### config.mk
export PLATFORM = sky130hd
export DESIGN_NAME = subsystem_reset_boot_handoff
export DESIGN_NICKNAME = d
export VERILOG_FILES = /design/src/reset_boot_pkg.sv /design/src/boot_link_if.sv /design/src/subsystem_reset_boot_handoff.sv /design/src/boot_loader.sv /design/src/reset_sync.sv
export SDC_FILE = /design/constraint.sdc
export NUM_CORES = 1
export LEC_CHECK = 0
export BUFFER_PORTS_ARGS = -buffer_cell sky130_fd_sc_hd__buf_2
export CORE_UTILIZATION = 53
export CTS_BUF_LIST = sky130_fd_sc_hd__clkbuf_16
export CTS_CLUSTER_DIAMETER = 200
export DETAILED_ROUTE_END_ITERATION = 16
export GPL_ROUTABILITY_DRIVEN = 0
export PLACE_DENSITY = 0.83
export SLEW_MARGIN = 20
export SYNTH_ARGS = -nofsm -noshare
export SYNTH_HDL_FRONTEND = slang
export SYNTH_HIERARCHICAL = 1
export SYNTH_SLANG_ARGS = --single-unit
export TNS_END_PERCENT = 1
### constraint.sdc
create_clock -name clk_sys -period 3.75 [get_ports clk_sys]
set_input_delay 0.1875 -clock clk_sys [delete_from_list [all_inputs] [get_ports clk_sys]]
set_output_delay 0.1875 -clock clk_sys [all_outputs]
set_load 0.02 [all_outputs]
### src/reset_boot_pkg.sv
// constants for the reset combiner and control boot handoff
// assumes one 25 MHz system clock
package reset_boot_pkg;
  localparam int          CMD_WIDTH          = 32;
  localparam logic [31:0] CMD_BOOT_RAM       = 32'h0000_0001;
  localparam logic [31:0] CMD_BOOT_FLASH     = 32'h0000_0002;
  localparam logic [31:0] CMD_LOAD_ASYNC     = 32'h0000_0003;
  localparam logic [31:0] CMD_LOAD_SPI       = 32'h0000_0004;
  localparam logic [31:0] CMD_LOAD_I2C       = 32'h0000_0005;
  localparam logic [31:0] CMD_LOAD_PARALLEL  = 32'h0000_0006;
  localparam logic [2:0]  SRC_NONE           = 3'h0;
  localparam logic [2:0]  SRC_RAM            = 3'h1;
  localparam logic [2:0]  SRC_FLASH          = 3'h2;
  localparam logic [2:0]  SRC_ASYNC          = 3'h3;
  localparam logic [2:0]  SRC_SPI            = 3'h4;
  localparam logic [2:0]  SRC_I2C            = 3'h5;
  localparam logic [2:0]  SRC_PARALLEL       = 3'h6;
  localparam int          CLK_MHZ            = 25;
  localparam int          POR_HOLD_US        = 2;
  localparam int          POR_HOLD_CYCLES    = POR_HOLD_US * CLK_MHZ;
  localparam int          GPIO_WIDTH         = 8;
endpackage

### src/boot_link_if.sv
// carries reset state, boot source and booted flag between the reset and boot modules
// assumes both ends on clk_sys
`timescale 1ns/1ns
interface boot_link_if;
  logic       in_reset;
  logic [2:0] boot_src;
  logic       booted;
  modport reset_end (output in_reset, input booted, boot_src);
  modport boot_end  (input in_reset, output booted, boot_src);
endinterface

### src/subsystem_reset_boot_handoff.sv
// device reset combiner, subsystem release and control boot handoff
// assumes rst_n is power-on reset; reset pins are open-drain, shared off chip
// Notes on behaviour
// power-on reset drives both reset pins low
// power-on reset can never be disabled
// reset clears logic, tristates all gpio
// external low on pins extends reset
// irq, watchdogs ORed with por drive digital pin
// only master released after power-up
// writing 1 releases control, analog
// board ties both reset pins together
// boot source chosen by master commands
// ram and flash commands jump there
// async serial and spi loaders
// i2c and parallel gpio loaders
// resident image takes over execution
// later commands still served after boot
// master wakes loader with irq one
// undefined command words are ignored
`timescale 1ns/1ns
module subsystem_reset_boot_handoff
  import reset_boot_pkg::*;
#(
  parameter int POR_CYCLES = POR_HOLD_CYCLES
) (
  // clock and power-on reset
  input  wire logic                  clk_sys,
  input  wire logic                  rst_n,
  // reset pins, open drain
  input  wire logic                  analog_reset_pin_in,
  output logic                       analog_reset_pin_out,
  output logic                       analog_reset_pin_oe,
  input  wire logic                  digital_reset_pin_in,
  output logic                       digital_reset_pin_out,
  output logic                       digital_reset_pin_oe,
  // internal reset requests, active high
  input  wire logic                  irq_ctrl_reset_req,
  input  wire logic                  watchdog0_reset_req,
  input  wire logic                  watchdog1_reset_req,
  input  wire logic                  nmi_watchdog_reset_req,
  // subsystem reset config bits from master
  input  wire logic                  control_cpu_release_bit,
  input  wire logic                  analog_interface_release_bit,
  // interprocessor channel
  input  wire logic                  wake_interprocessor_irq,
  input  wire logic                  cmd_valid,
  input  wire logic [CMD_WIDTH-1:0]  boot_mode_command_word,
  input  wire logic                  image_ready,
  // subsystem resets and gpio
  output logic                       master_reset_n,
  output logic                       control_reset_n,
  output logic                       analog_reset_n,
  output logic                       gpio_oe_allow,
  // boot status
  output logic [2:0]                 boot_source,
  output logic                       control_booted,
  output logic                       loader_awake,
  output logic                       loader_loading,
  output logic                       housekeeping_pulse
);
  boot_link_if link ();

  // pins come from outside, two flops each
  logic [1:0] pin_s;
  reset_sync #(.W(2)) u_sync (
    .clk_sys (clk_sys),
    .rst_n   (rst_n),
    .d       ({analog_reset_pin_in, digital_reset_pin_in}),
    .q       (pin_s)
  );

  // por counter, no disable path
  logic [15:0] por_cnt;
  logic        por_active;
  always_ff @(posedge clk_sys or negedge rst_n) begin
    if (!rst_n) begin
      por_cnt    <= '0;
      por_active <= 1'b1;
    end else if (por_cnt < 16'(POR_CYCLES)) begin
      por_cnt    <= por_cnt + 16'h0001;
    end else begin
      por_active <= 1'b0;
    end
  end

  // merged internal requests
  logic int_req;
  assign int_req = irq_ctrl_reset_req | watchdog0_reset_req
                 | watchdog1_reset_req | nmi_watchdog_reset_req;

  // R05: drive pins low
  always_ff @(posedge clk_sys or negedge rst_n) begin
    if (!rst_n) begin
      analog_reset_pin_oe  <= 1'b1;
      digital_reset_pin_oe <= 1'b1;
    end else begin
      analog_reset_pin_oe  <= por_active;
      digital_reset_pin_oe <= por_active | int_req;
    end
  end

  // open drain only ever drives low
  always_ff @(posedge clk_sys or negedge rst_n) begin
    if (!rst_n) begin
      analog_reset_pin_out  <= 1'b0;
      digital_reset_pin_out <= 1'b0;
    end else begin
      analog_reset_pin_out  <= 1'b0;
      digital_reset_pin_out <= 1'b0;
    end
  end

  // R08: low pin holds reset
  logic dev_reset;
  assign dev_reset = por_active | ~pin_s[0] | ~pin_s[1];
  assign link.in_reset = dev_reset;

  // R06: R07: subsystem releases
  always_ff @(posedge clk_sys or negedge rst_n) begin
    if (!rst_n) begin
      master_reset_n  <= 1'b0;
      control_reset_n <= 1'b0;
      analog_reset_n  <= 1'b0;
      gpio_oe_allow   <= 1'b0;
    end else begin
      master_reset_n  <= ~dev_reset;
      control_reset_n <= ~dev_reset & control_cpu_release_bit;
      analog_reset_n  <= ~dev_reset & analog_interface_release_bit;
      gpio_oe_allow   <= ~dev_reset;
    end
  end

  // boot selected by command words only
  logic       awake_w;
  logic       loading_w;
  logic       hk_w;
  boot_loader u_loader (
    .clk_sys      (clk_sys),
    .rst_n        (rst_n),
    .wake         (wake_interprocessor_irq & control_reset_n),
    .cmd_valid    (cmd_valid & control_reset_n),
    .cmd_word     (boot_mode_command_word),
    .image_ready  (image_ready),
    .link         (link.boot_end),
    .awake        (awake_w),
    .loading      (loading_w),
    .housekeeping (hk_w)
  );

  always_ff @(posedge clk_sys or negedge rst_n) begin
    if (!rst_n) begin
      boot_source        <= SRC_NONE;
      control_booted     <= 1'b0;
      loader_awake       <= 1'b0;
      loader_loading     <= 1'b0;
      housekeeping_pulse <= 1'b0;
    end else begin
      boot_source        <= link.boot_src;
      control_booted     <= link.booted;
      loader_awake       <= awake_w;
      loader_loading     <= loading_w;
      housekeeping_pulse <= hk_w;
    end
  end
endmodule

### src/boot_loader.sv
// control boot loader command interpreter
// assumes commands arrive as one-cycle strobes on clk_sys
`timescale 1ns/1ns
module boot_loader
  import reset_boot_pkg::*;
(
  input  wire logic                 clk_sys,
  input  wire logic                 rst_n,
  input  wire logic                 wake,
  input  wire logic                 cmd_valid,
  input  wire logic [CMD_WIDTH-1:0] cmd_word,
  input  wire logic                 image_ready,
  boot_link_if.boot_end             link,
  output logic                      awake,
  output logic                      loading,
  output logic                      housekeeping
);
  typedef enum logic [3:0] {
    ST_IDLE = 4'b0001,
    ST_WAIT = 4'b0010,
    ST_LOAD = 4'b0100,
    ST_RUN  = 4'b1000
  } ldr_state_e;
  ldr_state_e state;

  function automatic logic [2:0] decode_cmd(input logic [31:0] w);
    case (w)
      CMD_BOOT_RAM:      decode_cmd = SRC_RAM;
      CMD_BOOT_FLASH:    decode_cmd = SRC_FLASH;
      CMD_LOAD_ASYNC:    decode_cmd = SRC_ASYNC;
      CMD_LOAD_SPI:      decode_cmd = SRC_SPI;
      CMD_LOAD_I2C:      decode_cmd = SRC_I2C;
      CMD_LOAD_PARALLEL: decode_cmd = SRC_PARALLEL;
      default:           decode_cmd = SRC_NONE;
    endcase
  endfunction

  logic [2:0] src;
  assign src = decode_cmd(cmd_word);

  always_ff @(posedge clk_sys or negedge rst_n) begin
    if (!rst_n) begin
      state         <= ST_IDLE;
      link.boot_src <= SRC_NONE;
      link.booted   <= 1'b0;
      housekeeping  <= 1'b0;
    end else if (link.in_reset) begin
      state         <= ST_IDLE;
      link.boot_src <= SRC_NONE;
      link.booted   <= 1'b0;
      housekeeping  <= 1'b0;
    end else begin
      housekeeping <= 1'b0;
      case (state)
        // wake on irq
        ST_IDLE: if (wake) state <= ST_WAIT;
        ST_WAIT: begin
          // unknown word ignored
          if (cmd_valid && src != SRC_NONE) begin
            link.boot_src <= src;
            // ram or flash jump
            if (src == SRC_RAM || src == SRC_FLASH) begin
              state       <= ST_RUN;
              link.booted <= 1'b1;
            // R12: peripheral load
            end else begin
              state <= ST_LOAD;
            end
          end
        end
        // hand to image
        ST_LOAD: if (image_ready) begin
          state       <= ST_RUN;
          link.booted <= 1'b1;
        end
        // further commands served
        ST_RUN: housekeeping <= cmd_valid;
        default: state <= ST_IDLE;
      endcase
    end
  end

  assign awake   = (state != ST_IDLE);
  assign loading = (state == ST_LOAD);
endmodule

### src/reset_sync.sv
// two-flop synchroniser for pin levels
// assumes asynchronous inputs
`timescale 1ns/1ns
module reset_sync #(
  parameter int W = 1
) (
  input  wire logic         clk_sys,
  input  wire logic         rst_n,
  input  wire logic [W-1:0] d,
  output logic      [W-1:0] q
);
  logic [W-1:0] meta;
  // reset reads as pin low, so reset holds until two clean high samples
  always_ff @(posedge clk_sys or negedge rst_n) begin
    if (!rst_n) begin
      meta <= '0;
      q    <= '0;
    end else begin
      meta <= d;
      q    <= meta;
    end
  end
endmodule

* Word level (Yosys, flattened, before mapping)
Index checks and enable logic that the tools add are counted.
** Word-level totals
- Bits in registers :: 42
- Input port bits :: 45
- Logic and storage cells :: 77
** Operators by class
- Add/sub/neg operators :: 1
- Magnitude comparators :: 1
- Equality and inequality tests :: 18
- Mux-type cells :: 17
- Bitwise gates (word level) :: 13
- Reductions and logical operators :: 9
** Operators with widths (count)
- equality test 32 x 3 -> 1 bit (second input constant) :: 3
- equality test 32 x 2 -> 1 bit (second input constant) :: 2
- equality test 32 x 1 -> 1 bit (second input constant) :: 1
- 2-to-1 mux 4 bit :: 5
- case mux 3 bit (6 select lines) :: 1
- adder 16 x 1 -> 16 bit (second input constant) :: 1
- < comparator 16 x 6 -> 1 bit (second input constant) :: 1
- case mux 4 bit (4 select lines) :: 1
- 2-to-1 mux 3 bit :: 3
- != test 3 x 2 -> 1 bit (second input constant) :: 3
- AND reduction 4 bit :: 2
- 2-to-1 mux 1 bit :: 6
- OR 1 bit :: 6
- nonzero test 3 bit :: 2
- AND 1 bit :: 4
- equality test 4 x 1 -> 1 bit (second input constant) :: 1
- equality test 4 x 2 -> 1 bit (second input constant) :: 1
- equality test 4 x 3 -> 1 bit (second input constant) :: 1
- equality test 4 bit (second input constant) :: 1
- != test 4 x 1 -> 1 bit (second input constant) :: 1
- nonzero test 2 bit :: 2
- equality test 3 x 1 -> 1 bit (second input constant) :: 1
- equality test 3 x 2 -> 1 bit (second input constant) :: 1
- != test 3 bit (second input constant) :: 1
- other kinds (6) :: 8

* Depth between registers and ports, before layout
Gate-level depths: netlist of run 1.
- Depth in word-level cells :: 8
- Depth in mapped cells :: 7
- Gate-level depth less buffers :: 7

* Modules after synthesis
The synthesis of run 1 kept the hierarchy.
** By module, submodules not included
- subsystem_reset_boot_handoff :: times used 1, cells an instance 71, area each 987.2 um^2
- boot_loader :: times used 1, cells an instance 73, area each 694.4 um^2
- reset_sync :: times used 1, cells an instance 4, area each 100.1 um^2

* Least setup slack after synthesis of run 1
No wires, ideal clock.
- Kind :: reg2reg
- Start :: register u_loader.state[0]
- End :: register u_loader.state[1]
- Arrival time :: 1489 ps
- Setup slack :: 2124 ps
- Stages on the path, launching flop included :: 6
- Buffers on the path :: 1
- Cell sequence :: dfstp_2 > or4b_1 > buf_2 > o22a_4 > o211ai_2 > a21oi_1
** Between the ends
- Word-level cells in the longest chain between the ends :: 3
** RTL lines
- start: declaration :: line boot_loader.sv:24 : ldr_state_e state;
- start signal: assignment :: line boot_loader.sv:43 : state <= ST_IDLE;
- start signal: assignment :: line boot_loader.sv:48 : state <= ST_IDLE;
- start signal: assignment :: line boot_loader.sv:56 : ST_IDLE: if (wake) state <= ST_WAIT;
- equality test 4 x 1 -> 1 bit (tied with other cells) :: line boot_loader.sv:54 : case (state)
- != test 3 x 2 -> 1 bit (no line) (tied with other cells)
- AND reduction 4 bit (no line) / 2-to-1 mux 4 bit (equally long branches)
Parallel ways exist; a longest one is shown, timed or not.
A chain may end at the register's enable or synchronous reset.

* Final worst setup path of run 1
- Start :: register por_active
- End :: register u_loader.state[3]
** Between the ends
- Word-level cells in the longest chain between the ends :: 4
** RTL lines
- start: declaration :: line subsystem_reset_boot_handoff.sv:74 : logic por_active;
- start signal: assignment :: line subsystem_reset_boot_handoff.sv:78 : por_active <= 1'b1;
- start signal: assignment :: line subsystem_reset_boot_handoff.sv:82 : por_active <= 1'b0;
- OR 1 bit (*) (2 in series) :: line subsystem_reset_boot_handoff.sv:115 : assign dev_reset = por_active | ~pin_s[0] | ~pin_s[1];
- named net dev_reset :: line subsystem_reset_boot_handoff.sv:114 : logic dev_reset;
- != test 3 x 2 -> 1 bit (no line) (tied with other cells)
- AND reduction 4 bit (no line)
Mark *: on every way through the listed nets, which the timed path passes. The rest lies on a longest branch.

==> run_results.csv, run 1 <==
group,metric,value,unit
finish,syn_to_final_growth,22.33,%
synth,synthCells,148,
finish,multi_input_area,626.9,um^2
timing,worst_slack,2.029,ns
synth,ys_ff_latch,42,
finish,layout_commonest_cell,"buf_2",
setup_path,start_kind,"register",
synth,ys_warn_count,6,
global_route,grt_pass1_vias,1304,
global_route,grt_pass1_wl,5430,um
cts,hold_buffers,0,
floorplan,fp.dieH,59.98,um
synth,synth_edf_count,0,
timing,min_period_over_period,0.4589,
setup_path,worst_ep_arrival_time,1.90,ns
flow_run,cap_violations,0,
cts,cts_tree,"done",
synth,ys_types,45,
setup_path,worst_ep_required_time,3.93,ns
cts,cts.sinks,42,
synth,yosysSeqAreaShare,0.5927,
global_route,antenna_found_initial,0,
timing,slew_violations,0,
setup_path,crit_type,"reg2reg",
synth,async_flop_share,1.000,
power,pwr-share-clk,0.422,
timing,min_period,1.721,ns
power,seqPwrFrac,0.494,
setup_path,endpoint_kind,"register",
cts,ctsHtreeMaxLevel,2,
route,drtIter0Drc,62,
finish,fillers,213,
power,leakagePower,1.025,nW
power,p_total,0.9458,mW
finish,layout_common_cells,"buf_2 (57), dfrtp_1 (38), nor2_1 (9)",
placement,dp_hpwl,2476,um
power,power.density,433.9,mW/mm^2
timing,hold_violations,0,
floorplan,std_cell_rows,20,
setup_path,crit_fanout,13,
global_route,grt.total_usage,0.2088,
timing,tightest_slew,0.8555,ns
power,combPwrFrac,0.084,
floorplan,die_area,0.003598,mm^2
timing,fin_skew,0.002984,ns
route,drc,0,
placement,io_buffers,57,
floorplan,initial_core_util,0.5696,
floorplan,die-width,59.98,um
power,ir_drop,0.2314,mV
route,routed_wl,3385,um
cts,insertion_delay,0.28,ns
global_route,gr-total-overflow,0,
run_status,status,"finished clean",
min_path,worstHoldPathType,"in2async",
setup_path,worst-r2r-cell-count,6,
finish,seq_area,0.001056,mm^2
cts,postCtsResizedCells,0,
power,intPower,0.7393,mW
route,ant_nets,0,
placement,post-place-ws,2.044,ns
power,total_switching_power,0.2065,mW
cts,post-cts-setup-buffers,0,
floorplan,design.core.area,0.003128,mm^2
route,routedWlPerCell,14.10,um
synth,ys.flop_type,"dfrtp_1",
floorplan,ios,60,
timing,tns,0,ns
global_route,grt_start_max_net_pins,43,
finish,drive_above_1_share,0.4184,
route,avgViaCountPerCell,5.425,
cts,cts_buffers,5,
finish,nNetsFinal,241,
route,num_vias,1302,
route,dr.pass1.iters,4,
timing,relSlewSlack,0.4296,
power,switching_share,0.2184,
cts,path_clk_slew,0.06,ns
finish,diodes,0,
timing,max_freq,0.5811,GHz
synth,avgSynthCellArea,12.04,um^2
cts,cts-root-buf,"clkbuf_16",
timing,setup_viol,0,
timing,rsz0062_at_grt,"false",
synth,netlist_area,0.001782,mm^2
cts,clk_path_buf_depth,2,
-- final timing paths --
kind | start | end | slack (ns)
worst max-delay path | por_active | u_loader/state[3] | 2.03
worst min-delay path | rst_n | por_cnt[7] | 0.02
max in group asynchronous | rst_n | u_sync/meta[1] | 3.20
min in group clk_sys | digital_reset_pin_in | u_sync/meta[0] | 0.02
worst min register to register | u_sync/meta[1] | u_sync/q[1] | 0.34
worst max register to register | por_active | u_loader/state[3] | 2.03
-- cells in the mapped netlist (2+ instances only) --
cell type,count,area (um^2)
a21boi_0,2,15.01
a21oi_1,5,25.02
and2_1,4,25.02
and4_1,4,35.03
buf_4,3,22.52
clkbuf_1,13,48.80
dfrtp_1,38,950.9
dfstp_2,4,105.1
inv_1,4,15.01
nand2_1,3,11.26
nand3_1,2,10.01
nand4_1,7,43.79
nor2_1,9,33.78
nor3_1,2,10.01
nor4_1,2,12.51
nor4_2,6,75.07
o21ai_0,2,10.01
o31ai_1,5,37.54
o32ai_1,2,17.52
or4b_1,3,30.03
xnor2_1,4,35.03
-- flip-flops by register name (all words and copies together), names as in the netlist --
signal,flops
u_loader/link.boot_src,3
u_loader/state,4
u_sync/q,2
por_active,1
u_sync/meta,2
u_loader/link.booted,1
analog_reset_n,1
housekeeping_pulse,1
analog_reset_pin_oe,1
boot_source,3
loader_awake,1
por_cnt,16
master_reset_n,1
u_loader/housekeeping,1
control_booted,1
digital_reset_pin_oe,1
control_reset_n,1
loader_loading,1
-- stage by stage --
| step | hold slack (ns) | utilization | instance area (um^2) | cells |
|---|---|---|---|---|
| 2_1_floorplan | -0.1081 | - | 1785 | 149 |
| 3_3_place_gp | 0.2952 | 0.6516 | 2038 | 232 |
| 3_5_place_dp | 0.2969 | 0.6516 | 2038 | 232 |
| 4_1_cts | 0.01477 | 0.6968 | 2180 | 240 |
| 5_1_grt | 0.01179 | 0.6968 | 2180 | 240 |
| 6_report | 0.01944 | 0.6968 | 2180 | 240 |
-- kinds of logic after synthesis --
group,Yosys count,synth area share
other cells,1,0.002105
simple gates,46,0.1770
mux,1,0.006320
fa+ha+maj,1,0.007021
xor+xnor,5,0.02458
buf+inv,22,0.05758
flops,42,0.5927
compound gates,30,0.1327
-- layout make-up --
| class | count | share of cell area |
|---|---|---|
| timing repair buffer | 57 | 0.1309 |
| multi-input combinational | 85 | 0.2876 |
| clock buffer | 5 | 0.05741 |
| inverter | 4 | 0.006889 |
| tap | 44 | 0.02526 |
| sequential | 42 | 0.4845 |
| clock inverter | 3 | 0.007463 |
-- power by group through the flow --
stage               Combinational (mW)  Sequential, mW  Clock [mW]
global route                    0.0871           0.468       0.429
global placement                0.0753           0.474           0
detailed placement              0.0788           0.475           0
finish                          0.0791           0.467       0.399
CTS                             0.0799           0.467       0.409
floorplan                       0.0346           0.479           0
-- routing by layer --
| layer | vias to the layer above | wire, um | share of wire | global-route usage |
|---|---|---|---|---|
| li1 | 629 | - | - | - |
| met5 | - | 0 | 0 | 0 |
| met2 | 47 | 1818 | 0.54 | 0.3651 |
| met4 | 0 | 62 | 0.018 | 0.09635 |
| met1 | 619 | 1358 | 0.40 | 0.2327 |
| met3 | 7 | 145 | 0.043 | 0.06061 |
-- critical path, stage by stage, from the launching register on --
cell	delay [ns]
dfstp_2	0.55
nor2_1	0.08
inv_1	0.34
nor2_1	0.10
nand3_1	0.21
o21ai_2	0.09
o31ai_1	0.25
No activity file was read; power rests on OpenSTA's default activity.
==> run 2: changes to the inputs <==
--- a/config.mk
+++ b/config.mk
@@ -5,13 +5,14 @@
 export SDC_FILE = /design/constraint.sdc
 export NUM_CORES = 1
 export LEC_CHECK = 0
+export ABC_AREA = 1
 export BUFFER_PORTS_ARGS = -buffer_cell sky130_fd_sc_hd__buf_2
-export CORE_UTILIZATION = 53
+export CORE_UTILIZATION = 52
 export CTS_BUF_LIST = sky130_fd_sc_hd__clkbuf_16
 export CTS_CLUSTER_DIAMETER = 200
 export DETAILED_ROUTE_END_ITERATION = 16
 export GPL_ROUTABILITY_DRIVEN = 0
-export PLACE_DENSITY = 0.83
+export PLACE_DENSITY = 0.8
 export SLEW_MARGIN = 20
 export SYNTH_ARGS = -nofsm -noshare
 export SYNTH_HDL_FRONTEND = slang
==> constraint.sdc (replaced) <==
create_clock -name clk_sys -period 1.75 [get_ports clk_sys]
set_input_delay 0.0875 -clock clk_sys [delete_from_list [all_inputs] [get_ports clk_sys]]
set_output_delay 0.0875 -clock clk_sys [all_outputs]
set_load 0.02 [all_outputs]
==> run_results.csv, run 2 <==
group,metric,value,unit
run_status,status,"finished, violations left",
run_status,violations,"negative setup slack",
route,num_vias,1767,
cts,insertion_delay,0.28,ns
route,ant_nets,0,
finish,drive_above_1_share,0.3364,
global_route,use_met2,0.3610,
timing,min_period_over_period,1.001,
power,ir_drop,0.4321,mV
finish,fillers,295,
synth,synth.top_cell.area_share,0.4471,
global_route,gr-usage-met3,0.05517,
floorplan,std_cell_rows,22,
floorplan,design.core.area,0.003799,mm^2
floorplan,initial_core_util,0.5599,
cts,cts-root-buf,"clkbuf_16",
finish,largestRegisters,"por_cnt: 16 flops, u_loader/state: 4 flops",
min_path,worstHoldPathType,"in2reg",
finish,multi_input_area,869.6,um^2
placement,dpl_cell_area,0.002427,mm^2
finish,max_flop_register,"por_cnt",
cts,ctsHtreeMaxLevel,2,
finish,fin_util,0.6920,
synth,yosysTopAreaCell,"dfrtp_1",
route,avgViaCountPerCell,4.750,
global_route,grt.total_usage,0.2007,
flow_run,cap_violations,0,
timing,max_freq,0.5706,GHz
route,drtIter0Drc,136,
floorplan,die-width,65.96,um
global_route,gr-total-overflow,0,
finish,seq_area,0.001056,mm^2
placement,dp_hpwl,2904,um
setup_path,worstPathCellList,"nor2_2 > inv_2 > nor3_4 > inv_2 > nor2_2 > inv_2 > or2_1 > nand2_1 > nand3b_4 > inv_4 > nand2_2 > nand2_1",
finish,layout_commonest_cell,"nand2_1",
finish,largest_reg_flops,16,
synth,synth_most_common_cell,"nand2_1",
timing,rsz0062_at_grt,"true",
setup_path,slowest_stage,"dfrtp_1",
setup_path,worst_ep_arrival_time,1.92,ns
route,routed_wl,3918,um
synth,synthCells,263,
timing,fin_skew,0.006611,ns
global_route,antenna_found_initial,0,
timing,whs,0.007462,ns
synth,ys_warn_count,6,
synth,ys.flop_type,"dfrtp_1",
global_route,grt_use_met1,0.2159,
synth,synth_edf_count,0,
finish,postLayoutCellArea,0.002629,mm^2
synth,async_flop_share,1.000,
setup_path,critPathMaxStageDelay,0.42,ns
setup_path,worst-path-buf-inv,4,
finish,syn_to_final_growth,23.59,%
synth,ys_top_cells_by_count,"nand2_1 (58), nor2_1 (45), dfrtp_1 (38)",
power,p_total,2.079,mW
power,power.density,790.7,mW/mm^2
finish,instances_no_fill,372,
synth,ys_ff_latch,42,
power,leakagePower,1.528,nW
synth,ys_top_cells_by_area,"dfrtp_1 (45%), nand2_1 (10%), nor2_1 (7.9%)",
route,dr.pass1.iters,4,
floorplan,ios,60,
setup_path,start_kind,"register",
timing,min_period,1.753,ns
timing,setup_viol,1,
route,drc,0,
floorplan,fp.dieH,65.96,um
global_route,grt_start_max_net_pins,43,
finish,layout_common_cells,"nand2_1 (58), buf_2 (57), nor2_1 (45)",
finish,nNetsFinal,369,
synth,netlist_area,0.002127,mm^2
cts,cts_tree,"done",
cts,cts_buffers,5,
synth,ys_types,35,
synth,yosysSeqAreaShare,0.4965,
cts,clk_path_buf_depth,2,
timing,tns,-0.002557,ns
route,routedWlPerCell,10.53,um
timing,slew_violations,0,
setup_path,critPathTopFamily,"simple AND/OR/NAND/NOR gates",
synth,avgSynthCellArea,8.088,um^2
cts,path_clk_slew,0.06,ns
setup_path,crit_fanout,3,
global_route,grt_pass1_vias,1685,
setup_path,worst_ep_required_time,1.92,ns
cts,cts.sinks,42,
timing,hold_violations,0,
setup_path,crit_top_cell,"inv_2",
floorplan,die_area,0.004350,mm^2
finish,diodes,0,
global_route,grt_pass1_wl,6589,um
timing,worst_slack,-0.002557,ns
global_route,top_usage_layer,"met2",
setup_path,endpoint_kind,"register",
placement,dp_cells,358,
placement,post-place-ws,0.06893,ns
setup_path,crit_type,"reg2reg",
placement,io_buffers,57,
==> run 2: cell types whose count changed in the layout (fill, tap and decap cells not counted), sizes merged, moves of 5 or more <==
cell,change
nand3,+17
nor4,-7
nor2,+50
inv,+32
buf,+6
nand2,+63
o31ai,-5
==> run 2: final cells by class <==
type,instances,share of cell area
multi-input combinational,171,0.3308
clock buffer,5,0.04760
timing repair buffer,66,0.1371
sequential,42,0.4017
clock inverter,3,0.006188
inverter,37,0.05378
tap,48,0.02285
==> run 2: kinds of logic (layout without fill, tap and decap cells) <==
| group | after synthesis | after routing | synth area share |
|---|---|---|---|
| and+or+nand+nor | 155 | 155 | 0.3577 |
| buffers and inverters | 51 | 111 | 0.09941 |
| DFF | 42 | 42 | 0.4965 |
| AOI/OAI and AO/OA | 12 | 12 | 0.03471 |
| adders and majority gates | 1 | 1 | 0.005881 |
| other | 1 | 2 | 0.001763 |
| xor gates and xnor gates | 1 | 1 | 0.004118 |
==> run 2: final timing paths <==
check | endpoint | from | depth (start not counted) | slack [ns]
max in group asynchronous | u_loader/state[0] | rst_n | 3 | 1.00
min | digital_reset_pin_oe | nmi_watchdog_reset_req | 3 | 0.007
min reg2reg | housekeeping_pulse | u_loader/housekeeping | 0 | 0.35
min in group asynchronous | por_cnt[9] | rst_n | 3 | 0.40
max | u_loader/link.booted | u_loader/state[2] | 12 | -0.003
max reg2reg | u_loader/link.booted | u_loader/state[2] | 12 | -0.003
==> run 2: report_power, final <==
group / leakage, nW / internal (mW) / switching, mW / total (mW)
combinational: 0.916 / 0.0937 / 0.112 / 0.206
clock: 0.0672 / 0.520 / 0.348 / 0.868
sequential: 0.545 / 0.994 / 0.0103 / 1.00
total: 1.53 / 1.61 / 0.471 / 2.08
==> run 2: worst register-to-register path: stages, from the launching register on <==
cell,delay [ns]
dfrtp_1,0.42
nor2_2,0.13
inv_2,0.06
nor3_4,0.20
inv_2,0.06
nor2_2,0.12
inv_2,0.06
or2_1,0.23
nand2_1,0.06
nand3b_4,0.15
inv_4,0.04
nand2_2,0.05
nand2_1,0.05
==> run 2: routing by layer <==
| metal | part of all wire | wire length [um] | up-vias |
|---|---|---|---|
| met2 | 0.52 | 2040 | 38 |
| met5 | 0 | 0 | - |
| met3 | 0.039 | 151 | 7 |
| met1 | 0.42 | 1659 | 813 |
| met4 | 0.017 | 66 | 0 |
| li1 | - | - | 909 |
==> run 2: repair_timing <==
action	CTS	global route
hold endpoints to repair	40	0
endpoints found under the setup margin	0	4
resized for setup	0	4
hold buffers	3	0
buffers inserted	0	3
